**config.mk**
```make
export PLATFORM = sky130hd
export DESIGN_NAME = bvp_regs
export DESIGN_NICKNAME = d
export VERILOG_FILES = /design/src/include/bvp_pkg.sv /design/src/core/bvp_regs.sv /design/src/core/bvp_param_decode.sv
export SDC_FILE = /design/constraint.sdc
export NUM_CORES = 1
export LEC_CHECK = 0
export BUFFER_PORTS_ARGS = -buffer_cell sky130_fd_sc_hd__buf_2
export CELL_PAD_IN_SITES_DETAIL_PLACEMENT = 0
export CELL_PAD_IN_SITES_GLOBAL_PLACEMENT = 1
export CORE_MARGIN = 2
export CORE_UTILIZATION = 35
export CTS_CLUSTER_DIAMETER = 80
export CTS_CLUSTER_SIZE = 8
export DETAILED_ROUTE_END_ITERATION = 12
export PLACE_DENSITY_LB_ADDON = 0.1
export SETUP_SLACK_MARGIN = 0.5
export SLEW_MARGIN = 20
export SYNTH_ARGS = -nofsm -noshare
export SYNTH_HDL_FRONTEND = slang
export SYNTH_SLANG_ARGS = --single-unit
```
**constraint.sdc**
```tcl
create_clock -name core_clk -period 5.4 [get_ports core_clk]
set_clock_uncertainty 0.05 [all_clocks]
set_input_delay 1.08 -clock core_clk [delete_from_list [all_inputs] [get_ports core_clk]]
set_output_delay 1.08 -clock core_clk [all_outputs]
set_load 0.03 [all_outputs]
```
**src/include/bvp_pkg.sv**
```systemverilog
// Package: offsets, reset values, field positions and carrier types of the parameter bank
package bvp_pkg;

   // ****************************************
   // Register offsets (byte addresses)
   // ****************************************
   localparam logic [15:0] OFF_DEST = 16'h8100;
   localparam logic [15:0] OFF_SIZE = 16'h8104;
   localparam logic [15:0] OFF_SRC = 16'h8108;
   localparam logic [15:0] OFF_LINE_MODE = 16'h8204;
   localparam logic [15:0] OFF_BLIT_MODE = 16'h8208;
   localparam logic [15:0] OFF_STATUS = 16'h820C;
   localparam logic [15:0] OFF_LEG_BASE = 16'h8210;
   localparam logic [15:0] OFF_LEG_LATCH = 16'h8214;

   // ****************************************
   // Reset values
   // ****************************************
   localparam logic [31:0] RST_PARAM = 32'h0000_0000;
   localparam logic [31:0] RST_MODE = 32'h0000_0000;
   localparam logic [31:0] RST_STATUS_CFG = 32'h0000_0000;
   localparam logic [31:0] RST_LEGACY = 32'h0000_0000;

   // ****************************************
   // Field positions
   // ****************************************
   localparam int HI_MSB = 31;
   localparam int HI_LSB = 16;
   localparam int LO_MSB = 15;
   localparam int LO_LSB = 0;
   localparam int LEN_MSB = 29;
   localparam int STAT_BUSY = 0;
   localparam int STAT_LINE = 1;
   localparam int STAT_EMPTY = 2;
   localparam int STAT_CFG_LSB = 8;

   // ****************************************
   // Types
   // ****************************************
   typedef enum logic [1:0] {
      BVP_ST_IDLE = 2'b00,
      BVP_ST_ISSUE = 2'b01,
      BVP_ST_WAIT = 2'b11
   } bvp_state_e;

   typedef struct packed {
      logic signed [15:0] dest_y;
      logic signed [15:0] dest_x;
      logic [15:0] width;
      logic [15:0] height;
      logic signed [15:0] source_x;
      logic signed [15:0] source_y;
   } bvp_blit_s;

   typedef struct packed {
      logic signed [15:0] start_y;
      logic signed [15:0] start_x;
      logic [13:0] length;
      logic [15:0] init_err;
      logic signed [15:0] axial_err;
      logic signed [15:0] line_diagonal_err;
   } bvp_line_s;

endpackage

```
**src/core/bvp_regs.sv**
```systemverilog
// Parameter and control register bank of the 2D drawing pipeline
// What this block does
// - Writing the block-transfer mode register while idle starts a block transfer with current parameters.
// - Status register holds configuration and status; status bits sit in low byte.
// - Legacy video base register holds emulated memory offset from graphics memory start.
// - Legacy latch register gives read and write access to the display latch.
// - Block transfer: destination bits 31..16 are signed destination Y.
// - Block transfer: destination bits 15..0 are signed destination X.
// - Line: destination upper half is signed start Y.
// - Line: destination lower half is signed start X.
// - Block transfer: size bits 31..16 are unsigned width; zero width draws nothing.
// - Line: size bits 31..30 reserved, 14-bit length; zero length draws nothing.
// - Block transfer: size bits 15..0 are unsigned height; zero height draws nothing.
// - Line: size lower half is the initial error term.
// - Block transfer: source bits 31..16 are signed source X.
// - Line: source upper half is signed axial error increment.
// - Block transfer: source bits 15..0 are signed source Y.
// - Line: source lower half is signed diagonal error increment.
// - Writing the line mode register while idle starts a line with current parameters.
`timescale 1ns/100ps
module bvp_regs (
   input wire logic core_clk,
   input wire logic reset,
   input wire logic reg_sel,
   input wire logic reg_wr,
   input wire logic [15:0] reg_addr,
   input wire logic [3:0] reg_be,
   input wire logic [31:0] reg_wdata,
   output logic [31:0] reg_rdata,
   output logic reg_rvalid,
   output logic engine_start,
   output logic engine_is_line,
   output bvp_pkg::bvp_blit_s engine_blit,
   output bvp_pkg::bvp_line_s engine_line,
   output logic [31:0] engine_mode,
   input wire logic engine_done,
   output logic [31:0] legacy_video_base,
   output logic [31:0] legacy_latch,
   input wire logic latch_load,
   input wire logic [31:0] latch_load_data
);

   // ****************************************
   // Registers
   // ****************************************
   logic [31:0] dest_coord_reg;
   logic [31:0] size_reg;
   logic [31:0] source_coord_reg;
   logic [31:0] line_mode_reg;
   logic [31:0] blit_mode_reg;
   logic [31:0] blit_status_reg;
   logic [31:0] legacy_video_base_reg;
   logic [31:0] legacy_latch_reg;
   bvp_pkg::bvp_state_e state_reg;
   bvp_pkg::bvp_state_e state_next;
   logic is_line_reg;
   logic empty_reg;
   bvp_pkg::bvp_blit_s op_blit_reg;
   bvp_pkg::bvp_line_s op_line_reg;
   logic [31:0] op_mode_reg;
   logic [31:0] rdata_reg;
   logic rvalid_reg;

   // ****************************************
   // Address decode
   // ****************************************
   wire wr_en = reg_sel && reg_wr;
   wire rd_en = reg_sel && !reg_wr;
   wire hit_dest = (reg_addr == bvp_pkg::OFF_DEST);
   wire hit_size = (reg_addr == bvp_pkg::OFF_SIZE);
   wire hit_src = (reg_addr == bvp_pkg::OFF_SRC);
   wire hit_lmode = (reg_addr == bvp_pkg::OFF_LINE_MODE);
   wire hit_bmode = (reg_addr == bvp_pkg::OFF_BLIT_MODE);
   wire hit_stat = (reg_addr == bvp_pkg::OFF_STATUS);
   wire hit_base = (reg_addr == bvp_pkg::OFF_LEG_BASE);
   wire hit_latch = (reg_addr == bvp_pkg::OFF_LEG_LATCH);
   wire [31:0] be_mask = {{8{reg_be[3]}}, {8{reg_be[2]}}, {8{reg_be[1]}}, {8{reg_be[0]}}};
   wire busy = (state_reg != bvp_pkg::BVP_ST_IDLE);

   // ****************************************
   // Start requests, taken only while idle
   // ****************************************
   wire start_blit = wr_en && hit_bmode && !busy;
   wire start_line = wr_en && hit_lmode && !busy;
   wire start_any = start_blit || start_line;

   // Byte-lane merge of write data into an old value
   function automatic logic [31:0] merge(input logic [31:0] old_val,
                                         input logic [31:0] new_val,
                                         input logic [31:0] mask);
      merge = (old_val & ~mask) | (new_val & mask);
   endfunction

   // ****************************************
   // Mode-specific views of the parameters
   // ****************************************
   bvp_pkg::bvp_blit_s blit_view;
   bvp_pkg::bvp_line_s line_view;
   logic blit_empty;
   logic line_empty;

   bvp_param_decode u_decode (
      .dest_coord(dest_coord_reg),
      .size_word(size_reg),
      .source_coord(source_coord_reg),
      .blit(blit_view),
      .line(line_view),
      .blit_empty(blit_empty),
      .line_empty(line_empty)
   );

   // Empty operation finishes at once without engine activity
   wire op_empty = start_line ? line_empty : blit_empty;
   // Only a start with something to draw reaches the engine
   wire start_real = start_any && !op_empty;

   // ****************************************
   // Parameter registers, software written only
   // ****************************************
   always_ff @(posedge core_clk) begin
      if (reset) begin
         dest_coord_reg <= bvp_pkg::RST_PARAM;
         size_reg <= bvp_pkg::RST_PARAM;
         source_coord_reg <= bvp_pkg::RST_PARAM;
      end else if (wr_en) begin
         // Completion never touches these
         if (hit_dest) dest_coord_reg <= merge(dest_coord_reg, reg_wdata, be_mask);
         if (hit_size) size_reg <= merge(size_reg, reg_wdata, be_mask);
         if (hit_src) source_coord_reg <= merge(source_coord_reg, reg_wdata, be_mask);
      end
   end

   // ****************************************
   // Mode registers
   // ****************************************
   always_ff @(posedge core_clk) begin
      if (reset) begin
         line_mode_reg <= bvp_pkg::RST_MODE;
         blit_mode_reg <= bvp_pkg::RST_MODE;
      end else begin
         if (start_line) line_mode_reg <= merge(line_mode_reg, reg_wdata, be_mask);
         if (start_blit) blit_mode_reg <= merge(blit_mode_reg, reg_wdata, be_mask);
      end
   end

   // ****************************************
   // Status: configuration above, status in low byte
   // ****************************************
   always_ff @(posedge core_clk) begin
      if (reset) begin
         blit_status_reg <= bvp_pkg::RST_STATUS_CFG;
      end else if (wr_en && hit_stat) begin
         blit_status_reg <= merge(blit_status_reg, reg_wdata, be_mask);
      end
   end

   // ****************************************
   // Legacy video emulation registers
   // ****************************************
   // Emulated memory offset, software written only
   always_ff @(posedge core_clk) begin
      if (reset) begin
         legacy_video_base_reg <= bvp_pkg::RST_LEGACY;
      end else if (wr_en && hit_base) begin
         legacy_video_base_reg <= merge(legacy_video_base_reg, reg_wdata, be_mask);
      end
   end

   // Display latch, software write wins over a hardware latch load
   always_ff @(posedge core_clk) begin
      if (reset) begin
         legacy_latch_reg <= bvp_pkg::RST_LEGACY;
      end else if (wr_en && hit_latch) begin
         legacy_latch_reg <= merge(legacy_latch_reg, reg_wdata, be_mask);
      end else if (latch_load) begin
         legacy_latch_reg <= latch_load_data;
      end
   end

   // ****************************************
   // Operation sequencer
   // ****************************************
   always_comb begin
      state_next = state_reg;
      case (state_reg)
         bvp_pkg::BVP_ST_IDLE: begin
            if (start_any && !op_empty) state_next = bvp_pkg::BVP_ST_ISSUE;
         end
         bvp_pkg::BVP_ST_ISSUE: begin
            state_next = bvp_pkg::BVP_ST_WAIT;
         end
         bvp_pkg::BVP_ST_WAIT: begin
            if (engine_done) state_next = bvp_pkg::BVP_ST_IDLE;
         end
         default: begin
            state_next = bvp_pkg::BVP_ST_IDLE;
         end
      endcase
   end

   always_ff @(posedge core_clk) begin
      if (reset) begin
         state_reg <= bvp_pkg::BVP_ST_IDLE;
      end else begin
         state_reg <= state_next;
      end
   end

   // ****************************************
   // Snapshot of the programmed parameters at the start write
   // ****************************************
   // Kind and extent of the last start write, empty ones too
   always_ff @(posedge core_clk) begin
      if (reset) begin
         is_line_reg <= 1'b0;
         empty_reg <= 1'b0;
      end else if (start_any) begin
         is_line_reg <= start_line;
         empty_reg <= op_empty;
      end
   end

   // Engine parameters, kept steady until the next real start
   always_ff @(posedge core_clk) begin
      if (reset) begin
         op_blit_reg <= '0;
         op_line_reg <= '0;
         op_mode_reg <= bvp_pkg::RST_MODE;
      end else if (start_real) begin
         op_blit_reg <= blit_view;
         op_line_reg <= line_view;
         op_mode_reg <= merge(start_line ? line_mode_reg : blit_mode_reg, reg_wdata, be_mask);
      end
   end

   // ****************************************
   // Read path, one cycle latency
   // ****************************************
   logic [7:0] status_byte;

   // Status flags at their named positions, unused bits zero
   always_comb begin
      status_byte = 8'h00;
      status_byte[bvp_pkg::STAT_BUSY] = busy;
      status_byte[bvp_pkg::STAT_LINE] = is_line_reg;
      status_byte[bvp_pkg::STAT_EMPTY] = empty_reg;
   end

   wire [31:0] status_word = {blit_status_reg[31:bvp_pkg::STAT_CFG_LSB], status_byte};
   logic [31:0] rd_mux;

   always_comb begin
      if (hit_dest) rd_mux = dest_coord_reg;
      else if (hit_size) rd_mux = size_reg;
      else if (hit_src) rd_mux = source_coord_reg;
      else if (hit_lmode) rd_mux = line_mode_reg;
      else if (hit_bmode) rd_mux = blit_mode_reg;
      else if (hit_stat) rd_mux = status_word;
      else if (hit_base) rd_mux = legacy_video_base_reg;
      else if (hit_latch) rd_mux = legacy_latch_reg;
      else rd_mux = 32'h0000_0000;
   end

   // Answer strobe, one cycle after each read request
   always_ff @(posedge core_clk) begin
      if (reset) begin
         rvalid_reg <= 1'b0;
      end else begin
         rvalid_reg <= rd_en;
      end
   end

   // Read data, held until the next read
   always_ff @(posedge core_clk) begin
      if (reset) begin
         rdata_reg <= 32'h0000_0000;
      end else if (rd_en) begin
         rdata_reg <= rd_mux;
      end
   end

   // ****************************************
   // Outputs
   // ****************************************
   // Register bus answer
   assign reg_rdata = rdata_reg;
   assign reg_rvalid = rvalid_reg;

   // Engine handshake and parameter snapshot
   assign engine_start = (state_reg == bvp_pkg::BVP_ST_ISSUE);
   assign engine_is_line = is_line_reg;
   assign engine_blit = op_blit_reg;
   assign engine_line = op_line_reg;
   assign engine_mode = op_mode_reg;

   // Legacy video emulation values
   assign legacy_video_base = legacy_video_base_reg;
   assign legacy_latch = legacy_latch_reg;

endmodule

```
**src/core/bvp_param_decode.sv**
```systemverilog
// Decodes the three shared parameter words into block-transfer and line views
`timescale 1ns/100ps
module bvp_param_decode (
   input wire logic [31:0] dest_coord,
   input wire logic [31:0] size_word,
   input wire logic [31:0] source_coord,
   output bvp_pkg::bvp_blit_s blit,
   output bvp_pkg::bvp_line_s line,
   output logic blit_empty,
   output logic line_empty
);

   // ****************************************
   // Block-transfer view
   // ****************************************
   assign blit.dest_y = dest_coord[bvp_pkg::HI_MSB:bvp_pkg::HI_LSB];
   assign blit.dest_x = dest_coord[bvp_pkg::LO_MSB:bvp_pkg::LO_LSB];
   assign blit.width = size_word[bvp_pkg::HI_MSB:bvp_pkg::HI_LSB];
   assign blit.height = size_word[bvp_pkg::LO_MSB:bvp_pkg::LO_LSB];
   assign blit.source_x = source_coord[bvp_pkg::HI_MSB:bvp_pkg::HI_LSB];
   assign blit.source_y = source_coord[bvp_pkg::LO_MSB:bvp_pkg::LO_LSB];

   // ****************************************
   // Line view, top two length bits ignored
   // ****************************************
   assign line.start_y = dest_coord[bvp_pkg::HI_MSB:bvp_pkg::HI_LSB];
   assign line.start_x = dest_coord[bvp_pkg::LO_MSB:bvp_pkg::LO_LSB];
   assign line.length = size_word[bvp_pkg::LEN_MSB:bvp_pkg::HI_LSB];
   assign line.init_err = size_word[bvp_pkg::LO_MSB:bvp_pkg::LO_LSB];
   assign line.axial_err = source_coord[bvp_pkg::HI_MSB:bvp_pkg::HI_LSB];
   assign line.line_diagonal_err = source_coord[bvp_pkg::LO_MSB:bvp_pkg::LO_LSB];

   // Zero extent means nothing to draw
   assign blit_empty = (blit.width == 16'h0000) || (blit.height == 16'h0000);
   assign line_empty = (line.length == 14'h0000);

endmodule

```
==> results.md <==
- Gr usage total: 0.254
- Area growth from synthesis to final layout: 16.4%
- Post-synthesis compound-gate area fraction: 0.183
- Filler Cell Count: 5,711
- Critical path's top delay family: simple AND/OR/NAND/NOR gates
- Slowest cell delay on critical path: 0.83 ns
- Std-Cell Rows: 87
- First-pass DRT Iterations: 6
- First-pass GRT wire length: 115,000 um
- Core Area: 56,500 um^2
- Mux contribution to synthesized area: 0.0645
- Skew-Pair Late Insertion Delay: 0.61 ns
- # hold bufs at CTS: 0
- Post-DR vias/cell: 5.44
- Ys flop type: dfxtp_1
- Worst R2R Start: state_reg[1]
- Final hold slack: 0.401 ns
- Starting Density: 0.354
- WP buf/inv: 2
- Static Leak: 0.00896 uW
- Final Max Tran Viols: 0
- CTS H-tree depth: 2
- Mapped cell area: 20,000 um^2
- Top cells by area, synth: dfxtp_1, nand2_1, a21oi_1, nand2b_1, mux2i_1
- Reg-to-Reg End: engine_line[38]
- GPL Wtd Cong: 0.866
- Aggregate routed wire length: 78,000 um
- Avg Cell Area, Syn: 8.17 um^2
- Largest net degree at the start of global routing: 189
- Vias after detailed routing: 18.6k
- CTS sink count: 413
- Tightest Pin Transition: 1.07 ns
- Setup TNS: 0 ns
- Remaining Overflow, GRT: 0
- Max Fanout on Critical Path: 16
- Synth Register Bits: 413
- Syn Inst Count: 2,452
- Share of layout cells above drive strength 1: 0.212
- Cell internal pwr: 5090 uW
- R2R depth: 6
- Final min period: 3.53 ns
- Post-synth ARST share: 0
- Worst setup EP type: flip-flop
- Sequential fraction of the synthesis area: 0.413
- Reg power frac: 0.457
- Die Ht: 243 um
- Sw Ratio: 0.247
- Post-synthesis adder-cell area fraction: 0
- Critical Path AT: 4.01 ns
- Clk buf depth: 3
- CTS tree: done
- Number of synthesized flops with an enable pin: 0
- Worst R2R Setup Slack: 2.79 ns
- Critical path class: input port to flip-flop
- Tcrit/Tclk final: 0.654
- CTS buffer count: 57
- Status: finished, final reports clean
- DP Wirelength: 55,700 um
- Final ANT Viol Nets: 0
- Post-synthesis cell type count: 54
- Max-Cap Viols: 0
- Vias in the first global route: 17.4k
- Pwr Density: 290 nW/um^2
- Root Buffer: clkbuf_16
- Crit-path cells: buf_2 > or4_1 > nor4_4 > nand2_1 > a2bb2oi_4 > buf_4 > mux2i_1
- Port Buffers: 410
- Largest family of logic cells by synthesized area: simple AND/OR/NAND/NOR gates
- IO Pins: 411
- Post-CTS setup buffers: 0
- HP Class: flip-flop to flip-flop
- ANT cells: 0
- Power share of the clock group: 0.479
- Most common cell after layout, fill and taps aside: nand2_1
- Commonest non-fill, non-tap cells in the layout: nand2_1, dfxtp_1, buf_2
- Post-synth net total: 2,542
- Fmax: 0.283 GHz
- Iteration-0 DRC Markers: 1,778
- Antenna violations before repair: 0
- PostCTS Resize Cnt: 0
- Synth top area share: 0.413
- Slowest cell on crit path: or4_1
- Final nets: 2,746
- NetSw: 1670 uW
- Ys Warns: 0
- RSZ-0062 raised after global routing: no
- Post-route DRC violation count: 0
- WHS Path Cells: 2
- Combinational share of power: 0.064
- Setup-failing EPs final: 0
- Drt wl/cell: 22.9 um
- Relative slew slack: 0.282
- Req. time, crit path: 5.87 ns
- Clock transition at the registers of the reported paths: 0.05 ns
- Fin util: 0.413
- Simple-gate area share of the yosys netlist: 0.243
- Peak VDD IR: 0.232 mV
- Final Hold Viols: 0
- Full die area: 59,100 um^2
- Critical Path Start Type: input port
- Post-Synth XOR/XNOR Area: 0
- Top cell type by total area after synthesis: dfxtp_1
- Die W: 243 um
==> tightest hold or removal path, delay by kind of cell (launching register included) <==
family          cells  cell delay [ns]
compound gates      1             0.05
flops               1             0.30
simple gates        1             0.05
==> Yosys cell counts (13+ instances only) <==
cell type and count:
inv_1 78, a221oi_1 54, and3_1 40, a21oi_1 286, o311ai_0 32, a2bb2oi_1 19, and2_1 15, o221ai_1 27
nand2_1 426, nor4_1 13, nand3_1 77, nor3_1 66, buf_4 103, o22ai_1 14, clkbuf_1 143, mux2i_1 128
o21ai_0 40, nor2_1 82, dfxtp_1 413, nand2b_1 225, buf_2 51, a2111oi_2 26
==> worst max-delay path by stage <==
stage	startpoint	slack, ns	depth (start not counted)	end
floorplan	reg_addr[13]	2.20	8	flip-flop
global placement	reg_addr[7]	1.31	7	engine_line[4]
detailed placement	reg_addr[7]	1.26	7	engine_line[38]
CTS	reg_addr[7]	1.89	7	engine_line[38]
global route	reg_addr[7]	1.77	7	engine_line[35]
finish	reg_addr[7]	1.87	7	engine_line[38]
==> routing by layer <==
| layer | track usage | vias up | routed length, um |
|---|---|---|---|
| met5 | 0 | - | 0 |
| met4 | 0.0734 | 0 | 1970 |
| met3 | 0.0466 | 112 | 5880 |
| met2 | 0.367 | 769 | 33000 |
| met1 | 0.379 | 8931 | 37200 |
| li1 | - | 8777 | - |
==> power by group through the flow <==
stage	registers, uW	clock network (uW)	logic, uW
global placement	3150	0	422
CTS	3090	3310	425
detailed placement	3150	0	424
finish	3090	3240	429
floorplan	3180	0	236
global route	3090	3410	458
==> through the flow <==
| stage | power [uW] | instances | setup WS [ns] | area [um^2] |
|---|---|---|---|---|
| global route | 6960 | 3414 | 1.77 | 23300 |
| detailed placement | 3580 | 3353 | 1.26 | 21800 |
| global placement | 3570 | 3351 | 1.31 | 21800 |
| CTS | 6820 | 3414 | 1.89 | 23300 |
| floorplan | 3410 | 2452 | 2.20 | 20000 |
| finish | 6760 | 3414 | 1.87 | 23300 |
==> logic make-up (layout without fill, tap and decap cells) <==
kind of cell    count (synthesis)  after routing
flops                         413            413
buf+inv                       385            591
mux                           129            129
compound gates                539            539
simple gates                  986            986
==> cell type report <==
type,instances,area [um^2],share of cell area
timing repair buffer,452,2430,0.104
clock inverter,2,13.8,0.000590
sequential,413,8270,0.355
tap,756,946,0.0406
inverter,78,293,0.0126
clock buffer,59,1480,0.0633
multi-input combinational,1654,9890,0.424
Power figures use the tool's default switching activity.
